$ cat config.mk
export PLATFORM = sky130hd
export DESIGN_NAME = pmc_port_cfg
export DESIGN_NICKNAME = d
export VERILOG_FILES = /design/src/common/pmc_pkg.sv /design/src/core/pmc_pme_sticky.sv /design/src/core/pmc_port_cfg.sv
export SDC_FILE = /design/constraint.sdc
export NUM_CORES = 1
export LEC_CHECK = 0
export BUFFER_PORTS_ARGS = -buffer_cell sky130_fd_sc_hd__buf_2
export CAP_MARGIN = 40
export CORE_ASPECT_RATIO = 0.9
export CORE_MARGIN = 3
export CORE_UTILIZATION = 30
export DETAILED_ROUTE_END_ITERATION = 12
export GPL_ROUTABILITY_DRIVEN = 0
export PLACE_DENSITY = 0.55
export SLEW_MARGIN = 10
export SYNTH_ARGS = -nofsm -noshare
export SYNTH_HDL_FRONTEND = slang
export SYNTH_SLANG_ARGS = --single-unit
$ cat constraint.sdc
create_clock -name clk -period 4 [get_ports clk]
set_clock_uncertainty 0.1 [all_clocks]
set_input_delay 0.2 -clock clk [delete_from_list [all_inputs] [get_ports clk]]
set_output_delay 0.2 -clock clk [all_outputs]
set_load 0.05 [all_outputs]
$ cat src/common/pmc_pkg.sv
package pmc_pkg;

  // ******************************
  // Register offsets
  // ******************************
  localparam logic [11:0] PMC_OFF_PM  = 12'h0C4;
  localparam logic [11:0] PMC_OFF_CAP = 12'h0D0;
  localparam logic [11:0] PMC_OFF_ALO = 12'h0D4;
  localparam logic [11:0] PMC_OFF_AHI = 12'h0D8;
  localparam logic [11:0] PMC_OFF_DAT = 12'h0DC;

  // ******************************
  // Field positions
  // ******************************
  localparam int PMC_PS_LSB  = 0;
  localparam int PMC_CTX_BIT = 3;
  localparam int PMC_PEN_BIT = 8;
  localparam int PMC_PST_BIT = 15;
  localparam int PMC_ID_LSB  = 0;
  localparam int PMC_NP_LSB  = 8;
  localparam int PMC_EN_BIT  = 16;
  localparam int PMC_MMC_LSB = 17;
  localparam int PMC_MME_LSB = 20;
  localparam int PMC_A64_BIT = 23;
  localparam int PMC_ALO_LSB = 2;

  // ******************************
  // Fixed and reset values
  // ******************************
  localparam logic [7:0] PMC_CAP_ID  = 8'h05;
  localparam logic [7:0] PMC_NP_RST  = 8'h00;
  localparam logic [2:0] PMC_MMC_VAL = 3'h0;
  localparam logic [2:0] PMC_MME_VAL = 3'h0;
  localparam logic       PMC_A64_VAL = 1'h1;
  localparam logic       PMC_CTX_RST = 1'h1;
  localparam logic       PMC_PEN_RST = 1'h0;
  localparam logic       PMC_PST_RST = 1'h0;
  localparam logic       PMC_EN_RST  = 1'h0;

  // ******************************
  // Types
  // ******************************
  typedef enum logic [1:0] {
    PMC_PS_D0  = 2'h0,
    PMC_PS_D1  = 2'h1,
    PMC_PS_D2  = 2'h2,
    PMC_PS_D3H = 2'h3
  } pmc_power_state_sel_e;

  typedef enum logic {
    PMC_MS_IDLE = 1'h0,
    PMC_MS_SEND = 1'h1
  } pmc_msi_st_e;

  typedef struct packed {
    logic        wr;
    logic        rd;
    logic [11:0] addr;
    logic [31:0] wdata;
  } pmc_cfg_req_s;

  typedef struct packed {
    logic [63:0] addr;
    logic        wide;
    logic [15:0] data;
  } pmc_msi_wr_s;

  typedef struct packed {
    pmc_power_state_sel_e ps;
    logic        ctx;
    logic [7:0]  np;
    logic        en;
    logic [29:0] alo;
    logic [31:0] ahi;
    logic [15:0] dat;
    pmc_msi_st_e ms;
    logic        pend;
    pmc_msi_wr_s msi;
    logic [31:0] rdata;
    logic        rvalid;
    logic        pmsg;
    logic        up;
    logic        strap;
  } pmc_core_s;

  typedef struct packed {
    logic en;
    logic st;
  } pmc_sticky_s;

  localparam pmc_core_s PMC_CORE_RST = '{
    ps: PMC_PS_D0, ctx: PMC_CTX_RST, np: PMC_NP_RST, en: PMC_EN_RST,
    alo: 30'h0, ahi: 32'h0, dat: 16'h0, ms: PMC_MS_IDLE, pend: 1'h0,
    msi: '{addr: 64'h0, wide: 1'h0, data: 16'h0},
    rdata: 32'h0, rvalid: 1'h0, pmsg: 1'h0, up: 1'h0, strap: 1'h0
  };

  localparam pmc_sticky_s PMC_STICKY_RST = '{
    en: PMC_PEN_RST, st: PMC_PST_RST
  };

endpackage

$ cat src/core/pmc_pme_sticky.sv
`timescale 1ns/1ps
`default_nettype none

module pmc_pme_sticky (
  // Clock and full reset
  input  wire logic clk,
  input  wire logic rst,
  // Register write
  input  wire logic wr_en,
  input  wire logic en_wdata,
  input  wire logic st_w1c,
  // Port event
  input  wire logic evt,
  input  wire logic no_origin,
  // Sticky state
  output logic      en,
  output logic      st
);

  pmc_pkg::pmc_sticky_s st_ff;
  pmc_pkg::pmc_sticky_s nxt_st;

  // ******************************
  // Sticky enable and status
  // ******************************
  // Only the full reset reaches here; hot reset is kept out on purpose
  always_comb begin
    nxt_st = st_ff;
    if (wr_en) begin
      nxt_st.en = en_wdata;
      if (st_w1c) begin
        nxt_st.st = 1'h0;
      end
    end
    // Set beats clear; forwarded messages never arrive on evt
    if (evt && !no_origin) begin
      nxt_st.st = 1'h1;
    end
  end

  always_ff @(posedge clk) begin
    if (rst) begin
      st_ff <= pmc_pkg::PMC_STICKY_RST;
    end else begin
      st_ff <= nxt_st;
    end
  end

  assign en = st_ff.en;
  assign st = st_ff.st;
endmodule // pmc_pme_sticky

`default_nettype wire

$ cat src/core/pmc_port_cfg.sv
`timescale 1ns/1ps
`default_nettype none

// How it works
// - Two-bit power state reads, selects D0/D3hot
// - Codes one and two are reserved
// - Context-kept flag resets to one
// - Event enable gates event messages, sticky
// - Hot reset leaves event enable alone
// - Own event sets status; write one clears
// - Forwarded events leave status untouched
// - Upstream port never sets status
// - Data select, scale, byte read zero
// - Bus state bits read zero
// - Capability identifier reads fixed five
// - Next pointer zero, writable only unlocked
// - Interrupts issued only while enable set
// - Single message: capable zero, enabled fixed
// - Wide-address capable bit reads one
// - Wide address only when upper nonzero
// - Message carries programmed 16-bit payload
module pmc_port_cfg (
  // Clock and resets
  input  wire logic                  clk,
  input  wire logic                  rst,
  input  wire logic                  hot_rst,
  // Configuration access
  input  wire pmc_pkg::pmc_cfg_req_s cfg_req,
  input  wire logic                  cfg_unlock,
  output logic [31:0]                cfg_rdata,
  output logic                       cfg_rvalid,
  // Port role
  input  wire logic                  upstream_strap,
  // Power management
  input  wire logic                  pme_gen,
  output logic                       pm_event_msg,
  output logic [1:0]                 power_state,
  // Interrupt messages
  input  wire logic                  msi_req,
  input  wire logic                  msi_wr_ready,
  output logic                       msi_wr_valid,
  output pmc_pkg::pmc_msi_wr_s       msi_wr
);

  // ******************************
  // State and decode
  // ******************************
  pmc_pkg::pmc_core_s st_ff;
  pmc_pkg::pmc_core_s nxt_st;

  logic        wr_pm;
  logic        wr_cap;
  logic        wr_alo;
  logic        wr_ahi;
  logic        wr_dat;
  logic        ps_legal;
  logic        up_eff;
  logic        ctx_loss;
  logic        pen;
  logic        pst;
  logic [31:0] pm_word;
  logic [31:0] cap_word;
  logic [31:0] rd_word;
  logic [1:0]  ps_wr;

  assign wr_pm  = cfg_req.wr && (cfg_req.addr == pmc_pkg::PMC_OFF_PM);
  assign wr_cap = cfg_req.wr && (cfg_req.addr == pmc_pkg::PMC_OFF_CAP);
  assign wr_alo = cfg_req.wr && (cfg_req.addr == pmc_pkg::PMC_OFF_ALO);
  assign wr_ahi = cfg_req.wr && (cfg_req.addr == pmc_pkg::PMC_OFF_AHI);
  assign wr_dat = cfg_req.wr && (cfg_req.addr == pmc_pkg::PMC_OFF_DAT);

  assign ps_wr = cfg_req.wdata[pmc_pkg::PMC_PS_LSB +: 2];

  // Only full on and D3hot are accepted
  assign ps_legal = (ps_wr == pmc_pkg::PMC_PS_D0) ||
                    (ps_wr == pmc_pkg::PMC_PS_D3H);

  // Until the strap is caught, assume upstream so nothing is raised
  assign up_eff = st_ff.up || !st_ff.strap;

  // D3hot to D0 without context kept wipes the interrupt setup
  assign ctx_loss = wr_pm && ps_legal && !st_ff.ctx &&
                    (st_ff.ps == pmc_pkg::PMC_PS_D3H) &&
                    (ps_wr == pmc_pkg::PMC_PS_D0);

  // ******************************
  // Sticky event bits
  // ******************************
  pmc_pme_sticky u_sticky (
    .clk       (clk),
    .rst       (rst),
    .wr_en     (wr_pm),
    .en_wdata  (cfg_req.wdata[pmc_pkg::PMC_PEN_BIT]),
    .st_w1c    (cfg_req.wdata[pmc_pkg::PMC_PST_BIT]),
    .evt       (pme_gen),
    .no_origin (up_eff),
    .en        (pen),
    .st        (pst)
  );

  // ******************************
  // Read words
  // ******************************
  always_comb begin
    pm_word = 32'h0;
    pm_word[pmc_pkg::PMC_PS_LSB +: 2] = st_ff.ps;
    pm_word[pmc_pkg::PMC_CTX_BIT] = st_ff.ctx;
    pm_word[pmc_pkg::PMC_PEN_BIT] = pen;
    pm_word[pmc_pkg::PMC_PST_BIT] = pst;
  end

  always_comb begin
    cap_word = 32'h0;
    cap_word[pmc_pkg::PMC_ID_LSB +: 8] = pmc_pkg::PMC_CAP_ID;
    cap_word[pmc_pkg::PMC_NP_LSB +: 8] = st_ff.np;
    cap_word[pmc_pkg::PMC_EN_BIT] = st_ff.en;
    cap_word[pmc_pkg::PMC_MMC_LSB +: 3] = pmc_pkg::PMC_MMC_VAL;
    cap_word[pmc_pkg::PMC_MME_LSB +: 3] = pmc_pkg::PMC_MME_VAL;
    cap_word[pmc_pkg::PMC_A64_BIT] = pmc_pkg::PMC_A64_VAL;
  end

  always_comb begin
    case (cfg_req.addr)
      pmc_pkg::PMC_OFF_PM: begin
        rd_word = pm_word;
      end
      pmc_pkg::PMC_OFF_CAP: begin
        rd_word = cap_word;
      end
      pmc_pkg::PMC_OFF_ALO: begin
        rd_word = {st_ff.alo, 2'h0};
      end
      pmc_pkg::PMC_OFF_AHI: begin
        rd_word = st_ff.ahi;
      end
      pmc_pkg::PMC_OFF_DAT: begin
        rd_word = {16'h0, st_ff.dat};
      end
      default: begin
        rd_word = 32'h0;
      end
    endcase
  end

  // ******************************
  // Next state
  // ******************************
  always_comb begin
    nxt_st = st_ff;
    nxt_st.rvalid = 1'h0;
    nxt_st.pmsg = 1'h0;

    // Port role is caught once after full reset release
    if (!st_ff.strap) begin
      nxt_st.up = upstream_strap;
      nxt_st.strap = 1'h1;
    end

    // Power management control
    if (wr_pm) begin
      if (ps_legal) begin
        nxt_st.ps = pmc_pkg::pmc_power_state_sel_e'(ps_wr);
      end
      if (cfg_unlock) begin
        nxt_st.ctx = cfg_req.wdata[pmc_pkg::PMC_CTX_BIT];
      end
    end

    // Capability header; the message-count field ignores writes
    if (wr_cap) begin
      nxt_st.en = cfg_req.wdata[pmc_pkg::PMC_EN_BIT];
      if (cfg_unlock) begin
        nxt_st.np = cfg_req.wdata[pmc_pkg::PMC_NP_LSB +: 8];
      end
    end
    if (wr_alo) begin
      nxt_st.alo = cfg_req.wdata[31:pmc_pkg::PMC_ALO_LSB];
    end
    if (wr_ahi) begin
      nxt_st.ahi = cfg_req.wdata;
    end
    if (wr_dat) begin
      nxt_st.dat = cfg_req.wdata[15:0];
    end

    // Own events become messages only when enabled
    nxt_st.pmsg = pme_gen && pen && !up_eff;

    // Interrupt message sequencer
    case (st_ff.ms)
      pmc_pkg::PMC_MS_IDLE: begin
        if ((msi_req || st_ff.pend) && st_ff.en) begin
          nxt_st.ms = pmc_pkg::PMC_MS_SEND;
          nxt_st.pend = 1'h0;
          nxt_st.msi.data = st_ff.dat;
          if (st_ff.ahi != 32'h0) begin
            nxt_st.msi.wide = 1'h1;
            nxt_st.msi.addr = {st_ff.ahi, st_ff.alo, 2'h0};
          end else begin
            nxt_st.msi.wide = 1'h0;
            nxt_st.msi.addr = {32'h0, st_ff.alo, 2'h0};
          end
        end
      end
      pmc_pkg::PMC_MS_SEND: begin
        // One request may wait while a message is out
        if (msi_req) begin
          nxt_st.pend = 1'h1;
        end
        if (msi_wr_ready) begin
          nxt_st.ms = pmc_pkg::PMC_MS_IDLE;
        end
      end
      default: begin
        nxt_st.ms = pmc_pkg::PMC_MS_IDLE;
      end
    endcase
    // A disabled port forgets a waiting request
    if (!st_ff.en) begin
      nxt_st.pend = 1'h0;
    end

    // Context lost on return to full power
    if (ctx_loss) begin
      nxt_st.en = pmc_pkg::PMC_EN_RST;
      nxt_st.alo = 30'h0;
      nxt_st.ahi = 32'h0;
      nxt_st.dat = 16'h0;
      nxt_st.pend = 1'h0;
    end

    // Reads return the value before a same-cycle write
    if (cfg_req.rd) begin
      nxt_st.rvalid = 1'h1;
      nxt_st.rdata = rd_word;
    end
  end

  // ******************************
  // State register
  // ******************************
  // Hot reset clears all but the caught port role; the sticky
  // event bits live in the submodule, out of its reach
  always_ff @(posedge clk) begin
    if (rst) begin
      st_ff <= pmc_pkg::PMC_CORE_RST;
    end else if (hot_rst) begin
      st_ff <= pmc_pkg::PMC_CORE_RST;
      st_ff.up <= st_ff.up;
      st_ff.strap <= st_ff.strap;
    end else begin
      st_ff <= nxt_st;
    end
  end

  // ******************************
  // Outputs
  // ******************************
  assign cfg_rdata    = st_ff.rdata;
  assign cfg_rvalid   = st_ff.rvalid;
  assign pm_event_msg = st_ff.pmsg;
  assign power_state  = st_ff.ps;
  assign msi_wr_valid = (st_ff.ms == pmc_pkg::PMC_MS_SEND);
  assign msi_wr       = st_ff.msi;
endmodule // pmc_port_cfg

`default_nettype wire

After elaboration in Yosys (flattened, before gate mapping)
Cells that the tools add are included.
- bitwise gates (word level): 4
- reductions and logical operators: 33
- equal/unequal tests: 9
- muxes and demuxes: 10
- operators by type and width (cell ; number):
    $pmux W32 S5 ; 1
    $mux W83 ; 1
    $mux W65 ; 1
    $eq A12 B8 Y1 const B ; 5
    $reduce_bool A32 Y1 ; 1
    $reduce_and A2 Y1 ; 7
    $logic_and A1 B1 Y1 ; 13
    $mux W1 ; 6
    $eq A2 B2 Y1 const B ; 2
    $ne A2 B2 Y1 const B ; 2
    $not A1 Y1 ; 4
    $pmux W2 S2 ; 1
    $reduce_bool A2 Y1 ; 2
    $reduce_or A4 Y1 ; 1
    $logic_not A1 Y1 ; 3
    $logic_or A1 B1 Y1 ; 3
    $reduce_or A3 Y1 ; 1
    $logic_not A2 Y1 ; 1
    $reduce_or A2 Y1 ; 1
- input port bits: 54
- output and inout bits: 118
- bits in registers: 211

Longest topological paths before layout
- depth after elaboration: 7
- mapped depth: 7
- mapped depth without buffers: 6

Modules after synthesis
A second synthesis with hierarchy kept.
- cells, all modules: 1104
- area, all modules: 9236.4 µm²
- by module, submodules not included (module ; sequential area each (µm²) ; area each (µm²) ; times used ; cells an instance):
    pmc_port_cfg ; 4144.0 ; 9157.5 ; 1 ; 1097
    pmc_pme_sticky ; 40.0 ; 78.8 ; 1 ; 7

Worst setup path before layout
Ideal clock, no wire load.
- kind: input -> register
- start: input cfg_req[33] in the netlist's numbering
- end: register st_ff[124] in the netlist's numbering
- buffers on the path: 2
- stages on the path: 6
- setup time: 0.114 ns
- slack: 2.191 ns
- arrival: 1.594 ns
- cells stage by stage: or3_4 -> or4_4 -> buf_6 -> buf_12 -> mux2i_1 -> nor2_1
- word-level cells in the longest chain between the ends: 7
- elaborated cells on any way between the ends: 9
- those cells by class: eq/ne (2); reduce/logical (7)
- ends and longest elaborated chain (item ; line ; source):
    from (decl) ; pmc_port_cfg.sv:28 ; input wire pmc_pkg::pmc_cfg_req_s cfg_req,
    $eq A12 B8 Y1 ; pmc_port_cfg.sv:66 ; assign wr_pm = cfg_req.wr && (cfg_req.addr == pmc_pkg::PMC_OFF_PM);
    $logic_and A1 B1 Y1 ; pmc_port_cfg.sv:66 ;
    $logic_and A1 B1 Y1 (3 in a row) ; pmc_port_cfg.sv:82 ; assign ctx_loss = wr_pm && ps_legal && !st_ff.ctx &&
    $logic_and A1 B1 Y1 ; pmc_port_cfg.sv:83 ; (st_ff.ps == pmc_pkg::PMC_PS_D3H) &&
    $reduce_or A3 Y1 (no line) ; -- ;
    to (signal assigned) ; pmc_port_cfg.sv:246 ; st_ff <= pmc_pkg::PMC_CORE_RST;
    to (signal assigned) ; pmc_port_cfg.sv:248 ; st_ff <= pmc_pkg::PMC_CORE_RST;
    to (signal assigned) ; pmc_port_cfg.sv:252 ; st_ff <= nxt_st;
    to (decl) ; pmc_port_cfg.sv:48 ; pmc_pkg::pmc_core_s st_ff;
Several ways; a longest one is shown, not always the timed one.
A chain may end at the register's enable or synchronous reset.

Worst setup path in the final report
- start: input cfg_req[0] in the netlist's numbering
- end: register st_ff[133] in the netlist's numbering
- word-level cells in the longest chain between the ends: 7
- elaborated cells on any way between the ends: 8
- those cells by class: eq/ne (1); reduce/logical (7)
- ends and longest elaborated chain (item ; line ; source):
    $eq A2 B2 Y1 or $logic_not A2 Y1 (tied branches) ; pmc_port_cfg.sv:76, pmc_port_cfg.sv:75, pmc_port_cfg.sv:84 ;
    $logic_or A1 B1 Y1 ; pmc_port_cfg.sv:75 ; assign ps_legal = (ps_wr == pmc_pkg::PMC_PS_D0) ||
    $logic_and A1 B1 Y1 (3 in a row) ; pmc_port_cfg.sv:82 ;
    $logic_and A1 B1 Y1 (*) ; pmc_port_cfg.sv:83 ;
    $reduce_or A3 Y1 (no line) (*) ; -- ;
Every way passes the cells marked *; elsewhere a longest branch is shown, timed or not.

==> impl_metrics.ini <==
[run_status]
status = finished, final reports clean

[pwr]
power_frac_comb_pct = 3.9
p_sw_share_pct = 21.77
p_seq_share_pct = 46.0
pwr-share-clk_pct = 50.1
p_int_mw = 3.546
leakagePower_nw = 4.085
powerDensity_nw_per_um2 = 436.6
power_switching_mw = 0.9865
peakVddDrop_mv = 0.2450

[finish]
diodes = 0
filler_cell_count = 2976
fin_area_sq_um = 10380
nets = 1133
final_cell_mix = nand2_1, dfxtp_1, buf_2, a21oi_1, nor2_1
post_route_cells_drive_above_1_share_pct = 22.39
area_delta_synth_final_pct = 17.49
final_common_cell = nand2_1

[cts]
clk_pin_slew_ns = 0.06
cts_setup_buffers = 0
htreeDepth = 1
cts_tree = done
cts-root-buf = clkbuf_16
worstSkewPairLatency_ns = 0.51
cts_sinks = 209
cts_buffers = 24
cts_max_path_buffers = 3

[drt]
vias = 6991
dr.pass1.iters = 5
wl_met3_mm = 1.913
routed_wl_mm = 27.25
viasPerCell = 4.711
topRoutingLayerUsed = met4
wirelength_met1_mm = 13.16
wl_per_cell_um = 18.36
antenna_left = 0
dr.first_iter.drc_count = 599
wl_met2_mm = 11.76
drc = 0

[setup_path]
cp_slowest_cell = buf_4
rr_worst_depth = 5
crit_end = st_ff[133]$_SDFFE_PP0P_
critPathRequiredTime_ns = 4.26
worstReg2RegStart = st_ff[117]$_SDFFE_PP0P_
cp_num_cells = 9
crit_start = cfg_req[0]
cp_max_fo = 80
cp_data_arrival_time_ns = 2.78
path_buf_inv = 4
path_cells = dlygate4sd3_1 -> buf_2 -> inv_1 -> ha_1 -> nor4b_1 -> nand4_1 -> o21ai_4 -> buf_4 -> nor2_1
crit_family = buffers and inverters
critPathKind = input pin to flip-flop
worst_path_largest_cell_delay_ns = 0.68
crit_path_end_kind = flip-flop
reg2reg_setup_slack_ns = 1.82
worst_setup_path_start_kind = input pin
reg2reg_to = msi_wr[51]$_SDFFE_PP0P_

[global_route]
antenna_found_initial = 0
track_usage_pct = 16.70
grt-ovfl-total = 0
grt_pass1_wl_mm = 41.52
grt_pass1_vias = 6714
grt_max_degree = 81

[sta]
worst_pin_slew_ns = 0.8851
tns_ns = 0
fin_crit_ns = 2.524
fin_crit_sh_pct = 63.11
finalHoldViolCount = 0
slew_headroom_pct = 40.99
max_freq_mhz = 396.1
setup_viol = 0
rsz0062_at_grt = no
slew_violations = 0

[logic_synthesis]
synth-seq-cells = 209
yosysWarnings = 0
synth_top_cell_by_area = dfxtp_1
netlist_area_sq_um = 8836
synth_top_area_share_pct = 47.35
ys_seq_area_share_pct = 47.35
synth-edff-count = 0
ys_types = 50
ys.flop_type = dfxtp_1
async_flop_share_pct = 0
ys_top_cells_by_area = dfxtp_1, buf_4, nand2_1
syn_avg_cell_area_sq_um = 8.783
syn_inst = 1006

[flow_run]
maxCapViolations = 0

[floorplan]
dieArea_sq_um = 31550
coreArea_sq_um = 28450
pin_count = 172
rows = 58
initial_core_util_pct = 31.06
die_x_um = 186.9
die_h_um = 168.8

[placed_design]
dp_hpwl_mm = 18.63
io_buffers = 169
placed_cell_area_sq_um = 9150

[hold_path]
hold_path_class = input pin to flip-flop
-- layer usage --
metal / GRT usage [%] / vias to the layer above
met5: 0 / -
met4: 3.253 / 0
met1: 23.85 / 3341
met3: 4.494 / 31
li1: - / 3414
met2: 25.52 / 205
-- cell families (layout without fill, tap and decap cells) --
logic type               count (synthesis)  after routing  share of synthesized area [%]
AND/OR/NAND/NOR                        352            352                          17.03
flip-flops                             209            209                          47.35
buffers and inverters                  185            272                          13.44
AO/OA/AOI/OAI                          174            174                          11.27
multiplexers                            84             84                          10.72
adder cells (fa/ha/maj)                  1              1                         0.1416
other                                    1              2                        0.04244
-- cells in the mapped netlist (2+ instances only) --
master,instances
nand2_1,225
dfxtp_1,209
buf_4,118
a21oi_1,109
nor2_1,76
mux2i_1,71
clkbuf_1,40
o21ai_0,27
a22oi_1,20
buf_2,13
a22o_1,9
nor4_1,9
mux4_2,8
inv_1,7
nand4_1,7
mux2_2,5
nand3_1,5
buf_1,4
nor3_1,4
and4_1,3
a32oi_1,2
and2_1,2
and3_1,2
nand2b_1,2
nand4b_1,2
nor3b_1,2
or2_2,2
-- how the worst min path moves through the flow --
stage,start,endpoint,slack [ns],cells after the start
floorplan,rst,st_ff[0]$_SDFFE_PP0N_,0.17,1
global placement,cfg_rdata[29]$_SDFFE_PP0P_,cfg_rdata[29]$_SDFFE_PP0P_,0.33,2
detailed placement,cfg_rdata[31]$_SDFFE_PP0P_,cfg_rdata[31]$_SDFFE_PP0P_,0.34,2
CTS,pme_gen,pm_event_msg$_SDFF_PP0_,0.03,3
global route,pme_gen,pm_event_msg$_SDFF_PP0_,0.04,3
finish,pme_gen,pm_event_msg$_SDFF_PP0_,0.05,3
-- state kept, by name, indices dropped and copies added (netlist names) --
signal,count
cfg_rdata,32
power_state,2
u_sticky.en,1
st_ff,81
u_sticky.st,1
msi_wr,79
cfg_rvalid,1
msi_wr_valid,1
pm_event_msg,1
pm_word,1
cap_word,9
-- area by class of cell --
cell class                 count  area [sq um]  area share [%]
inverter                       7         26.28          0.2531
multi-input combinational    613          3483           33.55
clock buffer                  36         737.0           7.099
tap                          390         488.0           4.700
sequential                   209          4184           40.30
timing repair buffer         223          1379           13.28
clock inverter                 6         83.83          0.8075
-- stage by stage --
step	utilization [%]	total power, mW	setup WS (ns)	instances	hold WS, ns
6_report	36.49	4.532	1.476	1484	0.05276
5_1_grt	36.49	4.682	1.226	1484	0.04480
4_1_cts	36.49	4.583	1.481	1484	0.03066
3_5_place_dp	32.16	2.276	1.479	1401	0.3378
3_3_place_gp	32.16	2.275	1.476	1401	0.3323
2_1_floorplan	-	2.210	2.191	1007	0.1691
-- power by group through the flow --
stage	Clock [mW]	Combinational, mW	Sequential, mW
floorplan	0	0.0768	2.13
global placement	0	0.143	2.13
detailed placement	0	0.144	2.13
CTS	2.32	0.176	2.09
global route	2.41	0.190	2.08
finish	2.27	0.176	2.09
-- worst register-to-register path: stages (launching register included) --
cell and delay (ns):
dfxtp_1 0.29, o21ai_0 0.42, nand2b_2 0.68, buf_12 0.34, nand2_1 0.13, a21oi_1 0.16
-- what timing repair did --
action | in CTS | in global routing
hold endpoints to repair | 98 | 0
hold buffers | 41 | 0
resized for setup | 0 | 0
(Power assumes the default switching activity.)
